### src/pkg/isr_pkg.sv
package isr_pkg;

	// ----------------------------------------------------------------
	// register space
	// ----------------------------------------------------------------
	localparam int REG_AW = 5;
	localparam int DATA_W = 8;
	localparam logic [4:0] ADDR_RSVD0 = 5'h00;
	localparam logic [4:0] ADDR_RSVD1 = 5'h01;
	localparam logic [4:0] ADDR_UNLOCK = 5'h02;
	localparam logic [4:0] ADDR_WDCFG = 5'h03;
	localparam logic [4:0] ADDR_LAST = 5'h1f;
	localparam logic [4:0] ADDR_WRAP = 5'h00; // pointer after the last one
	localparam logic [4:0] PTR_RST = 5'h00;
	localparam logic [7:0] UNLOCK_KEY = 8'h5a;
	localparam logic [7:0] UNLOCK_RST = 8'h00;
	localparam logic [7:0] WDCFG_RST = 8'h09;
	localparam int TOUT_LSB = 3; // timeout period field is bits 5:3

	// ----------------------------------------------------------------
	// link
	// ----------------------------------------------------------------
	localparam logic [6:0] SLAVE_ADDR_DEF = 7'h00;
	localparam logic [6:0] SLAVE_ADDR_MAX = 7'h7e;
	localparam logic [3:0] BITS_PER_BYTE = 4'h8;
	localparam logic [3:0] LAST_TX_BIT = 4'h7;
	localparam logic LINE_IDLE = 1'b1; // released bus line reads high
	localparam int CLK_KHZ = 25000;

	// ----------------------------------------------------------------
	// timeout watchdog period, milliseconds
	// ----------------------------------------------------------------
	localparam logic [11:0] TOUT_MS_0 = 12'h050;
	localparam logic [11:0] TOUT_MS_1 = 12'h0a0;
	localparam logic [11:0] TOUT_MS_2 = 12'h140;
	localparam logic [11:0] TOUT_MS_3 = 12'h1e0;
	localparam logic [11:0] TOUT_MS_4 = 12'h320;
	localparam logic [11:0] TOUT_MS_5 = 12'h3e8;
	localparam logic [11:0] TOUT_MS_6 = 12'h7d0;
	localparam logic [11:0] TOUT_MS_7 = 12'hfa0;
	localparam logic [11:0] TOUT_MS_RST = TOUT_MS_1;

	typedef enum logic [7:0] {
		ST_IDLE = 8'h01,
		ST_ADDR = 8'h02,
		ST_PTR = 8'h04,
		ST_WDATA = 8'h08,
		ST_ACK = 8'h10,
		ST_READ = 8'h20,
		ST_MACK = 8'h40,
		ST_IGNORE = 8'h80
	} isr_state_t;

	function automatic logic [11:0] isr_tout_ms(input logic [2:0] code);
		logic [11:0] ms;
		ms = TOUT_MS_0;
		case (code)
			3'h0: ms = TOUT_MS_0;
			3'h1: ms = TOUT_MS_1;
			3'h2: ms = TOUT_MS_2;
			3'h3: ms = TOUT_MS_3;
			3'h4: ms = TOUT_MS_4;
			3'h5: ms = TOUT_MS_5;
			3'h6: ms = TOUT_MS_6;
			default: ms = TOUT_MS_7;
		endcase
		return ms;
	endfunction : isr_tout_ms

endpackage : isr_pkg

### src/isr_i2c_slave.sv
`timescale 1ns/10ps
module isr_i2c_slave #(
	parameter logic [6:0] SLAVE_ADDR = isr_pkg::SLAVE_ADDR_DEF
) (
	input wire logic clk, // system clock, 25 MHz
	input wire logic rstn, // async reset, active low
	input wire logic sclIn, // bus clock pin level
	input wire logic sdaIn, // bus data pin level
	output logic sdaOut, // data pin drive value, always low
	output logic sdaOe, // high while pulling the data line low
	output logic busBusy, // high between start and stop
	output logic [7:0] wdConfig, // watchdog configuration register
	output logic [11:0] wdTimeoutMs // timeout watchdog period, ms
);

	isr_pkg::isr_state_t state;
	isr_pkg::isr_state_t next_state;
	isr_pkg::isr_state_t afterAck;
	isr_pkg::isr_state_t next_afterAck;
	logic sclS;
	logic sdaS;
	logic sclPrev;
	logic sdaPrev;
	logic sclRise;
	logic sclFall;
	logic startDet;
	logic stopDet;
	logic [3:0] bitCnt;
	logic [3:0] next_bitCnt;
	logic [7:0] rxShift;
	logic [7:0] next_rxShift;
	logic [7:0] txShift;
	logic [7:0] next_txShift;
	logic [4:0] ptr;
	logic [4:0] next_ptr;
	logic masterAck;
	logic next_masterAck;
	logic next_sdaOe;
	logic next_busBusy;
	logic [11:0] next_wdTimeoutMs;
	logic wrEn;
	logic [7:0] rdData;

	// ----------------------------------------------------------------
	// pin capture and bus conditions
	// ----------------------------------------------------------------
	isr_sync #(
		.WIDTH(2)
	) u_sync (
		.clk(clk),
		.rstn(rstn),
		.din({sclIn, sdaIn}),
		.dout({sclS, sdaS})
	);

	// previous levels feed the edge detectors
	always_ff @(posedge clk or negedge rstn) begin
		if (!rstn) begin
			sclPrev <= isr_pkg::LINE_IDLE;
			sdaPrev <= isr_pkg::LINE_IDLE;
		end else begin
			sclPrev <= sclS;
			sdaPrev <= sdaS;
		end
	end

	assign sclRise = sclS & ~sclPrev;
	assign sclFall = ~sclS & sclPrev;
	// data edges count as conditions only with the clock high both samples
	assign startDet = sclS & sclPrev & sdaPrev & ~sdaS;
	assign stopDet = sclS & sclPrev & ~sdaPrev & sdaS;

	// ----------------------------------------------------------------
	// register space
	// ----------------------------------------------------------------
	// the whole map hangs off this port's pointer
	isr_regfile u_regs (
		.clk(clk),
		.rstn(rstn),
		.wrEn(wrEn),
		.wrAddr(ptr),
		.wrData(rxShift),
		.rdAddr(ptr),
		.rdData(rdData),
		.wdConfig(wdConfig)
	);

	function automatic logic [4:0] ptr_inc(input logic [4:0] p);
		return (p == isr_pkg::ADDR_LAST) ? isr_pkg::ADDR_WRAP :
			p + 5'h01;
	endfunction : ptr_inc

	// ----------------------------------------------------------------
	// transfer state machine
	// ----------------------------------------------------------------
	// start and stop override every state, so a master can abort anywhere
	always_comb begin
		next_state = state;
		next_afterAck = afterAck;
		next_bitCnt = bitCnt;
		next_rxShift = rxShift;
		next_txShift = txShift;
		next_ptr = ptr;
		next_masterAck = masterAck;
		next_sdaOe = sdaOe;
		next_busBusy = busBusy;
		wrEn = 1'b0;
		if (startDet) begin
			next_state = isr_pkg::ST_ADDR; // also a repeated start
			next_bitCnt = 4'h0;
			next_sdaOe = 1'b0;
			next_busBusy = 1'b1;
		end else if (stopDet) begin
			next_state = isr_pkg::ST_IDLE;
			next_sdaOe = 1'b0;
			next_busBusy = 1'b0;
		end else begin
			case (state)
				isr_pkg::ST_ADDR, isr_pkg::ST_PTR, isr_pkg::ST_WDATA: begin
					// sample on rising clock while data is stable
					if (sclRise && bitCnt < isr_pkg::BITS_PER_BYTE) begin
						next_rxShift = {rxShift[6:0], sdaS};
						next_bitCnt = bitCnt + 4'h1;
					end else if (sclFall && bitCnt == isr_pkg::BITS_PER_BYTE) begin
						next_bitCnt = 4'h0;
						next_state = isr_pkg::ST_ACK;
						next_sdaOe = 1'b1;
						if (state == isr_pkg::ST_ADDR) begin
							// only our own address; no general call handling
							if (rxShift[7:1] == SLAVE_ADDR) begin
								next_afterAck = rxShift[0] ?
									isr_pkg::ST_READ : isr_pkg::ST_PTR;
							end else begin
								next_state = isr_pkg::ST_IGNORE;
								next_sdaOe = 1'b0;
							end
						end else if (state == isr_pkg::ST_PTR) begin
							next_ptr = rxShift[isr_pkg::REG_AW-1:0];
							next_afterAck = isr_pkg::ST_WDATA;
						end else begin
							wrEn = 1'b1;
							next_ptr = ptr_inc(ptr);
							next_afterAck = isr_pkg::ST_WDATA;
						end
					end
				end
				isr_pkg::ST_ACK: begin
					// release at the start of the low phase of the 9th pulse
					if (sclFall) begin
						next_sdaOe = 1'b0;
						next_state = afterAck;
						if (afterAck == isr_pkg::ST_READ) begin
							next_txShift = rdData;
							next_ptr = ptr_inc(ptr);
							next_sdaOe = ~rdData[7];
							next_bitCnt = 4'h0;
						end
					end
				end
				isr_pkg::ST_READ: begin
					// next bit goes out on each falling clock
					if (sclFall) begin
						if (bitCnt == isr_pkg::LAST_TX_BIT) begin
							next_sdaOe = 1'b0;
							next_state = isr_pkg::ST_MACK;
						end else begin
							next_txShift = {txShift[6:0], 1'b0};
							next_sdaOe = ~txShift[6];
							next_bitCnt = bitCnt + 4'h1;
						end
					end
				end
				isr_pkg::ST_MACK: begin
					if (sclRise) begin
						next_masterAck = ~sdaS;
					end else if (sclFall) begin
						if (masterAck) begin
							next_state = isr_pkg::ST_READ;
							next_txShift = rdData;
							next_ptr = ptr_inc(ptr);
							next_sdaOe = ~rdData[7];
							next_bitCnt = 4'h0;
						end else begin
							// nack: wait for the master's start or stop
							next_state = isr_pkg::ST_IGNORE;
						end
					end
				end
				isr_pkg::ST_IDLE, isr_pkg::ST_IGNORE: begin
					next_sdaOe = 1'b0;
				end
				default: begin
					next_state = isr_pkg::ST_IDLE;
					next_sdaOe = 1'b0;
				end
			endcase
		end
	end

	always_ff @(posedge clk or negedge rstn) begin
		if (!rstn) begin
			state <= isr_pkg::ST_IDLE;
			afterAck <= isr_pkg::ST_PTR;
			bitCnt <= 4'h0;
			rxShift <= 8'h00;
			txShift <= 8'h00;
			ptr <= isr_pkg::PTR_RST;
			masterAck <= 1'b0;
			sdaOe <= 1'b0;
			busBusy <= 1'b0;
		end else begin
			state <= next_state;
			afterAck <= next_afterAck;
			bitCnt <= next_bitCnt;
			rxShift <= next_rxShift;
			txShift <= next_txShift;
			ptr <= next_ptr;
			masterAck <= next_masterAck;
			sdaOe <= next_sdaOe;
			busBusy <= next_busBusy;
		end
	end

	// ----------------------------------------------------------------
	// watchdog period decode
	// ----------------------------------------------------------------
	// registered so the output is glitch free while config is rewritten
	always_comb begin
		next_wdTimeoutMs = isr_pkg::isr_tout_ms(
			wdConfig[isr_pkg::TOUT_LSB +: 3]);
	end

	always_ff @(posedge clk or negedge rstn) begin
		if (!rstn) begin
			wdTimeoutMs <= isr_pkg::TOUT_MS_RST;
			sdaOut <= 1'b0;
		end else begin
			wdTimeoutMs <= next_wdTimeoutMs;
			sdaOut <= 1'b0; // open drain: only ever pulls low
		end
	end
endmodule : isr_i2c_slave

### src/isr_regfile.sv
`timescale 1ns/10ps
module isr_regfile (
	input wire logic clk, // system clock
	input wire logic rstn, // async reset, active low
	input wire logic wrEn, // one-cycle write strobe
	input wire logic [4:0] wrAddr, // write register address
	input wire logic [7:0] wrData, // write data
	input wire logic [4:0] rdAddr, // read register address
	output logic [7:0] rdData, // read data, combinational
	output logic [7:0] wdConfig // watchdog configuration register
);

	logic [7:0] unlock;
	logic [7:0] next_unlock;
	logic [7:0] next_wdConfig;

	// ----------------------------------------------------------------
	// write side
	// ----------------------------------------------------------------
	// config only takes a write while the key sits in the unlock register
	always_comb begin
		next_unlock = unlock;
		next_wdConfig = wdConfig;
		if (wrEn && wrAddr == isr_pkg::ADDR_UNLOCK) begin
			next_unlock = wrData;
		end
		if (wrEn && wrAddr == isr_pkg::ADDR_WDCFG &&
				unlock == isr_pkg::UNLOCK_KEY) begin
			next_wdConfig = wrData;
		end
	end

	always_ff @(posedge clk or negedge rstn) begin
		if (!rstn) begin
			unlock <= isr_pkg::UNLOCK_RST;
			wdConfig <= isr_pkg::WDCFG_RST;
		end else begin
			unlock <= next_unlock;
			wdConfig <= next_wdConfig;
		end
	end

	// ----------------------------------------------------------------
	// read side
	// ----------------------------------------------------------------
	// reserved and unimplemented locations read as zero
	always_comb begin
		case (rdAddr)
			isr_pkg::ADDR_UNLOCK: rdData = unlock;
			isr_pkg::ADDR_WDCFG: rdData = wdConfig;
			default: rdData = 8'h00;
		endcase
	end
endmodule : isr_regfile

### src/isr_sync.sv
`timescale 1ns/10ps
module isr_sync #(
	parameter int WIDTH = 2
) (
	input wire logic clk, // system clock
	input wire logic rstn, // async reset, active low
	input wire logic [WIDTH-1:0] din, // asynchronous pin levels
	output logic [WIDTH-1:0] dout // levels after two flops
);

	// ----------------------------------------------------------------
	// two-flop synchroniser per line
	// ----------------------------------------------------------------
	genvar i;
	generate
		for (i = 0; i < WIDTH; i++) begin : g_bit
			logic meta;
			logic stable;
			// reset to the released level so no false edge follows reset
			always_ff @(posedge clk or negedge rstn) begin
				if (!rstn) begin
					meta <= isr_pkg::LINE_IDLE;
					stable <= isr_pkg::LINE_IDLE;
				end else begin
					meta <= din[i];
					stable <= meta;
				end
			end
			// one driver per output bit, straight from the second flop
			assign dout[i] = stable;
		end
	endgenerate

endmodule : isr_sync

### config.mk
export PLATFORM = sky130hd
export DESIGN_NAME = isr_i2c_slave
export DESIGN_NICKNAME = d
export VERILOG_FILES = /design/src/pkg/isr_pkg.sv /design/src/isr_i2c_slave.sv /design/src/isr_regfile.sv /design/src/isr_sync.sv
export SDC_FILE = /design/constraint.sdc
export NUM_CORES = 1
export LEC_CHECK = 0
export BUFFER_PORTS_ARGS = -buffer_cell sky130_fd_sc_hd__buf_4
export CAP_MARGIN = 10
export CORE_ASPECT_RATIO = 0.75
export CORE_UTILIZATION = 54
export DETAILED_ROUTE_END_ITERATION = 16
export GPL_ROUTABILITY_DRIVEN = 0
export GPL_TIMING_DRIVEN = 0
export PLACE_DENSITY = 0.79
export SLEW_MARGIN = 20
export SYNTH_ARGS = -nofsm -noshare
export SYNTH_HDL_FRONTEND = slang
export SYNTH_SLANG_ARGS = --single-unit
### constraint.sdc
create_clock -name clk -period 2.2 [get_ports clk]
set_input_delay 0.33 -clock clk [delete_from_list [all_inputs] [get_ports clk]]
set_output_delay 0.33 -clock clk [all_outputs]
set_load 0.03 [all_outputs]
After elaboration in Yosys (flattened, before gate mapping)
Cells that the tools add are included.

operators by class
  add/sub/neg operators = 2
  $mul = 0
  divide/modulo/power cells = 0
  magnitude comparators = 1
  equal/unequal tests = 50
  shift-type cells = 0
  muxes and demuxes = 72
  bitwise operators = 16
  reduce and logical (&&, ||, !) cells = 21

operators with widths
  kind                number
  $mux 8              14
  $pmux 12 s7         1
  $mux 5              10
  $mux 7              7
  $mux 4              11
  $pmux 8 s5          1
  $ne 4x4->1 const B  9
  $ne 3x3->1 const B  8
  $mux 1              22
  $ne 2x2->1 const B  11
  $pmux 7 s3          1
  $reduce_and 10->1   2
  $eq 8x6->1 const B  2
  $eq 8x7->1 const B  2
  $pmux 4 s4          1
  $pmux 8 s2          1
  $pmux 5 s3          1
  $reduce_and 11->1   1
  $eq 5x2->1 const B  2
  $eq 3x3->1 const B  3
  $not 1->1           9
  $eq 8x1->1 const B  1
  $eq 8x2->1 const B  1
  $eq 8x3->1 const B  1
  other kinds (27)    40

word-level totals
  register bits = 77
  latch bits = 0
  memory bits (writable) = 0
  memory bits (read-only) = 0
  bits of input ports = 4
  output and inout bits = 23
  logic and storage cells = 180
  memories = 0

Longest topological paths before layout
  word-level depth = 10
  gate-level depth with buffers = 8
  depth with buffers taken out = 7

Hierarchy
Synthesis repeated with hierarchy kept, for this count alone.

unflattened totals
  cell total of the unflattened synthesis = 337
  area, all modules = 3557.2 µm²

by module, submodules not included
  module         times used  cells an instance  area each (µm²)  sequential area each (µm²)
  isr_i2c_slave  1           281                2645.0           1233.7
  isr_regfile    1           50                 792.0            402.9
  isr_sync       1           6                  120.1            105.1

Worst setup path before layout
OpenSTA, ideal clock, no wires.

  path kind = register to register
  start = register u_sync.g_bit[1].stable
  end = register rxShift[0]
  setup time = 0.125 ns
  arrival = 2.040 ns
  data required time = 2.075 ns
  path slack = 0.035 ns
  cell stages (with the launch flop) = 5
  path buffers = 1
  period minus slack after synthesis = 2.165 ns
  cell sequence = dfstp_2 buf_2 or3b_2 nor4_2 mux2_2

on the way
  word-level cells in the longest chain between the ends = 5
  elaborated cells between the ends (all ways) = 10
  those cells by class = bitwise (8); reduce/logical (2)

RTL lines
  what                                                 line                                      text
  start, declared                                      isr_sync.sv:18                            logic stable;
  start signal, assigned                               isr_sync.sv:23                            stable <= isr_pkg::LINE_IDLE;
  start signal, assigned                               isr_sync.sv:26                            stable <= meta;
  $and 1x1->1                                          isr_i2c_slave.sv:70, isr_i2c_slave.sv:71
  $and 1x1->1, on equally long branches (2 in series)  isr_i2c_slave.sv:71, isr_i2c_slave.sv:70
  $not 1->1 (no line)                                  -
  $reduce_and 4->1 (no line) *                         -
  end signal, assigned                                 isr_i2c_slave.sv:215                      rxShift <= next_rxShift;
  end, declared                                        isr_i2c_slave.sv:30                       logic [7:0] rxShift;

Every way passes the cells marked *; elsewhere a longest branch is shown, timed or not.
A chain may end at the register's enable or synchronous reset.

Final worst setup path
  start = register state[1]
  end = register ptr[0]

on the way
  word-level cells in the longest chain between the ends = 6
  elaborated cells between the ends (all ways) = 21
  those cells by class = eq/ne (13); mux (5); reduce/logical (3)

RTL lines
  what                    line                                        text
  start, declared         isr_i2c_slave.sv:16                         isr_pkg::isr_state_t state;
  start signal, assigned  isr_i2c_slave.sv:202                        state <= isr_pkg::ST_IDLE;
  start signal, assigned  isr_i2c_slave.sv:212                        state <= next_state;
  $eq 8x3->1              isr_i2c_slave.sv:118, isr_i2c_slave.sv:137
  $mux 5                  isr_i2c_slave.sv:137                        end else if (state == isr_pkg::ST_PTR) begin
  $mux 5                  isr_i2c_slave.sv:128                        if (state == isr_pkg::ST_ADDR) begin
  $mux 5                  isr_i2c_slave.sv:124                        end else if (sclFall && bitCnt == isr_pkg::BITS_PER_BYTE) begin
  $mux 5                  isr_i2c_slave.sv:121                        if (sclRise && bitCnt < isr_pkg::BITS_PER_BYTE) begin
  $pmux 5 s3              isr_i2c_slave.sv:118                        case (state)
  end signal, assigned    isr_i2c_slave.sv:207                        ptr <= isr_pkg::PTR_RST;
  end signal, assigned    isr_i2c_slave.sv:217                        ptr <= next_ptr;
  end, declared           isr_i2c_slave.sv:34                         logic [4:0] ptr;

Several ways; a longest one is shown, not always the timed one. The select of a mux whose other input is x is not followed.

==> key figures <==
Setup path
  • Crit path kind: register to register
  • R2r worst-path depth: 8
  • Critical Path AT: around 2.5 ns
  • CP max FO: 10
  • CP Capture Type: register
  • Startpoint types: register
  • Critical Path RT: roughly 2.5 ns

Finish
  • Layout cell share with drive strength beyond 1: a little under two fifths
  • Post-Layout Inst Area: about 4300 sq um
  • Net count, final: 391
  • Reg area: 1740 sq um
  • Layout fillers: about 470
  • Number of non-filler instances in the completed layout: approximately 470
  • Area Growth Syn to Fin: 20.1%
  • Multi-input logic area: roughly 1800 sq um
  • # diodes: 0

Detailed routing
  • DRT Pass-1 Iters: 5
  • Vias: about 2,800
  • Drt drc: 0
  • Routed Antenna Nets: 0
  • Wirelength per Cell: between 15 and 20 um
  • Final wirelength: about 8.1 mm
  • Detailed Route Iter0 Violations: around 290
  • Vias per inst: between 6 and 7

Global routing
  • Grt ovf: 0
  • First-pass GRT wire length: 13.3 mm
  • Gr usage total: between 20 and 30%
  • Largest net degree at the start of global routing: 70
  • Initial antenna violation count: 0
  • Vias in the first global route: between 2,000 and 3,000

Floorplan
  • Core Box Area: between 6000 and 7000 sq um
  • Chip Width: ~96 um
  • Initial Utilization: 56.2%
  • Rows: 25
  • I/O pin cnt: 27
  • Die height: between 70 and 80 um
  • Die ar.: 6940 sq um

Run
  • Maxcap violations: 0

STA
  • Unrepaired setup endpoints after global routing: yes
  • Slew headroom: 43.4%
  • Fin. Hold Viols: 0
  • Slew Limit Fails: 0
  • PnR worst setup slack: -0.0255 ns
  • Final setup viols: 2
  • Tightest Pin Transition: ~0.85 ns
  • Layout Skew: ~0.011 ns
  • Final period utilization: 101%
  • Hold slack: roughly 0.075 ns
  • Minimum clock period: ~2.2 ns
  • Fmax: 449 MHz

Pwr
  • Cell area power density: approximately 690 nW/um^2
  • Total power: approximately 0.0030 W
  • Lkg Pwr: approximately 2 nW
  • Max IR drop VDD: 0.000504 V

Clock tree
  • CTS tree: built
  • Clk sinks: 69
  • Clk buf depth: 2
  • CTS Buf Count: 9
  • Worst-Skew Late Latency: 0.36 ns
  • CTS root buffer: clkbuf_8
  • CTS H-tree lvls: 3
  • Clk slew on worst S/H paths: approximately 0.080 ns

Status
  • Failing checks: negative setup slack
  • Status: finished with violations

Yosys
  • Number of synthesized flops with an enable pin: 0
  • Synth Cell Area: between 3000 and 4000 sq um
  • FF+latch count, synth: just under 70
  • Yosys warns: 0
  • Largest cells by area after synthesis: dfrtp_1 40%, dfstp_2 8.8%, mux2_2 8.2%, o21ai_0 4.5%, nand2_1 3.4%
  • Synth area leader: dfrtp_1
  • Async SR Flop Fraction: 100%
  • Top-count cell post-synth: dfrtp_1
  • Post-Syn Instances: 340
  • Sequential-to-total area share from yosys stat: between 40% and 50%
  • Synth Flop Type: dfrtp_1
  • List of most frequent post-synthesis cells: 57 x dfrtp_1, 32 x nand2_1, 32 x o21ai_0
  • Post-synth top area share: approximately two fifths
  • Syn_area_per_cell: between 10 and 15 sq um
  • Post-synthesis cell type count: 65

Place
  • Detail Placement HPWL: 5.33 mm
  • Port bufs: 22
  • Post-placement cell area: ~3800 sq um
  • Dpl cells: about 450

Worst hold path
  • Hold WC Path Type: input port to asynchronous set/reset pin
[worst paths after layout]
path	slack [ns]	startpoint	endpoint
min in group clk	0.08	sdaIn	u_sync.g_bit[0].meta
setup reg to reg	-0.03	state[1]	ptr[0]
hold reg to reg	0.36	u_sync.g_bit[0].meta	u_sync.g_bit[0].stable
max in group asynchronous	1.56	rstn	state[5]
setup / recovery	-0.03	state[1]	ptr[0]
hold / removal	0.07	rstn	txShift[2]
[per-layer routing]
layer	wire, um	vias up	part of all wire (%)	global-route usage, %
met1	3670	1395	45	37.0
met5	0	-	0	0
li1	-	1312	-	-
met2	3730	117	46	37.1
met3	554	16	6.8	6.92
met4	172	0	2.1	10.1
[through the flow]
step,setup slack [ns],util (%),setup TNS [ns]
2_1_floorplan,0.0349,-,0
3_3_place_gp,-0.289,60.5,-5.13
3_5_place_dp,-0.312,60.5,-5.06
4_1_cts,-0.00675,65.9,-0.00675
5_1_grt,-0.115,67.5,-0.478
6_report,-0.0255,67.5,-0.0368
[state kept, by name (all words and copies together), names as in the netlist]
register,count
sclPrev,1
txShift,7
sdaPrev,1
sdaOe,1
ptr,5
rxShift,8
bitCnt,4
state,8
wdTimeoutMs,9
afterAck,3
u_regs.unlock,8
u_regs.wdConfig,8
u_sync.g_bit.meta,2
u_sync.g_bit.stable,2
masterAck,1
busBusy,1
[where the power goes]
part | switching (W) | total, W | internal (W)
clock network | 0.000515 | 0.00116 | 0.000643
registers | 0.0000479 | 0.00136 | 0.00131
logic | 0.000272 | 0.000447 | 0.000175
total | 0.000834 | 0.00296 | 0.00213
[layout make-up]
class                      instances  area share, %
multi-input combinational        242           42.8
sequential                        69           40.7
timing repair buffer              30           5.34
clock buffer                       9           2.89
buffer                            19           2.72
tap                               81           2.37
clock inverter                     7           2.31
inverter                          11          0.964
[logic make-up (layout without fill, tap and decap cells)]
group | Yosys count | count (layout) | share of synthesized area [%]
and+or+nand+nor | 115 | 115 | 19.6
AOI/OAI and AO/OA | 82 | 82 | 14.5
DFF | 69 | 69 | 48.8
buffers and inverters | 32 | 76 | 4.35
muxes | 30 | 30 | 9.33
xor gates and xnor gates | 6 | 6 | 1.47
adders and majority gates | 5 | 5 | 1.75
other | 1 | 4 | 0.105
[layout by cell type, fill, tap and decap left out, drive strengths merged, types with 5 or more instances in the layout]
cell,netlist,layout
nand4,6,6
nor3,8,8
dfrtp,57,57
or3b,5,5
nor3b,5,5
nand2,33,33
nand2b,5,5
mux2,26,26
a21oi,10,10
dfstp,12,12
o21ai,37,37
inv,11,12
nor2,13,13
or4,5,5
buf,12,41
nand3,6,6
ha,5,5
clkbuf,9,17
a22oi,6,6
[worst max-delay path: stages (launching register included)]
cell and delay, ns:
dfrtp_1 0.38, buf_6 0.14, or3_4 0.43, nor2_4 0.12, a32oi_1 0.10, or4_4 0.54, buf_6 0.16, a211oi_2 0.19
a21oi_1 0.06
[repair_timing]
action,in CTS,in global routing
hold buffers,0,0
resized for setup,19,22
pin swaps,6,2
setup buffers,5,3
endpoints found under the setup margin,39,52
No activity file was read; power rests on OpenSTA's default activity.
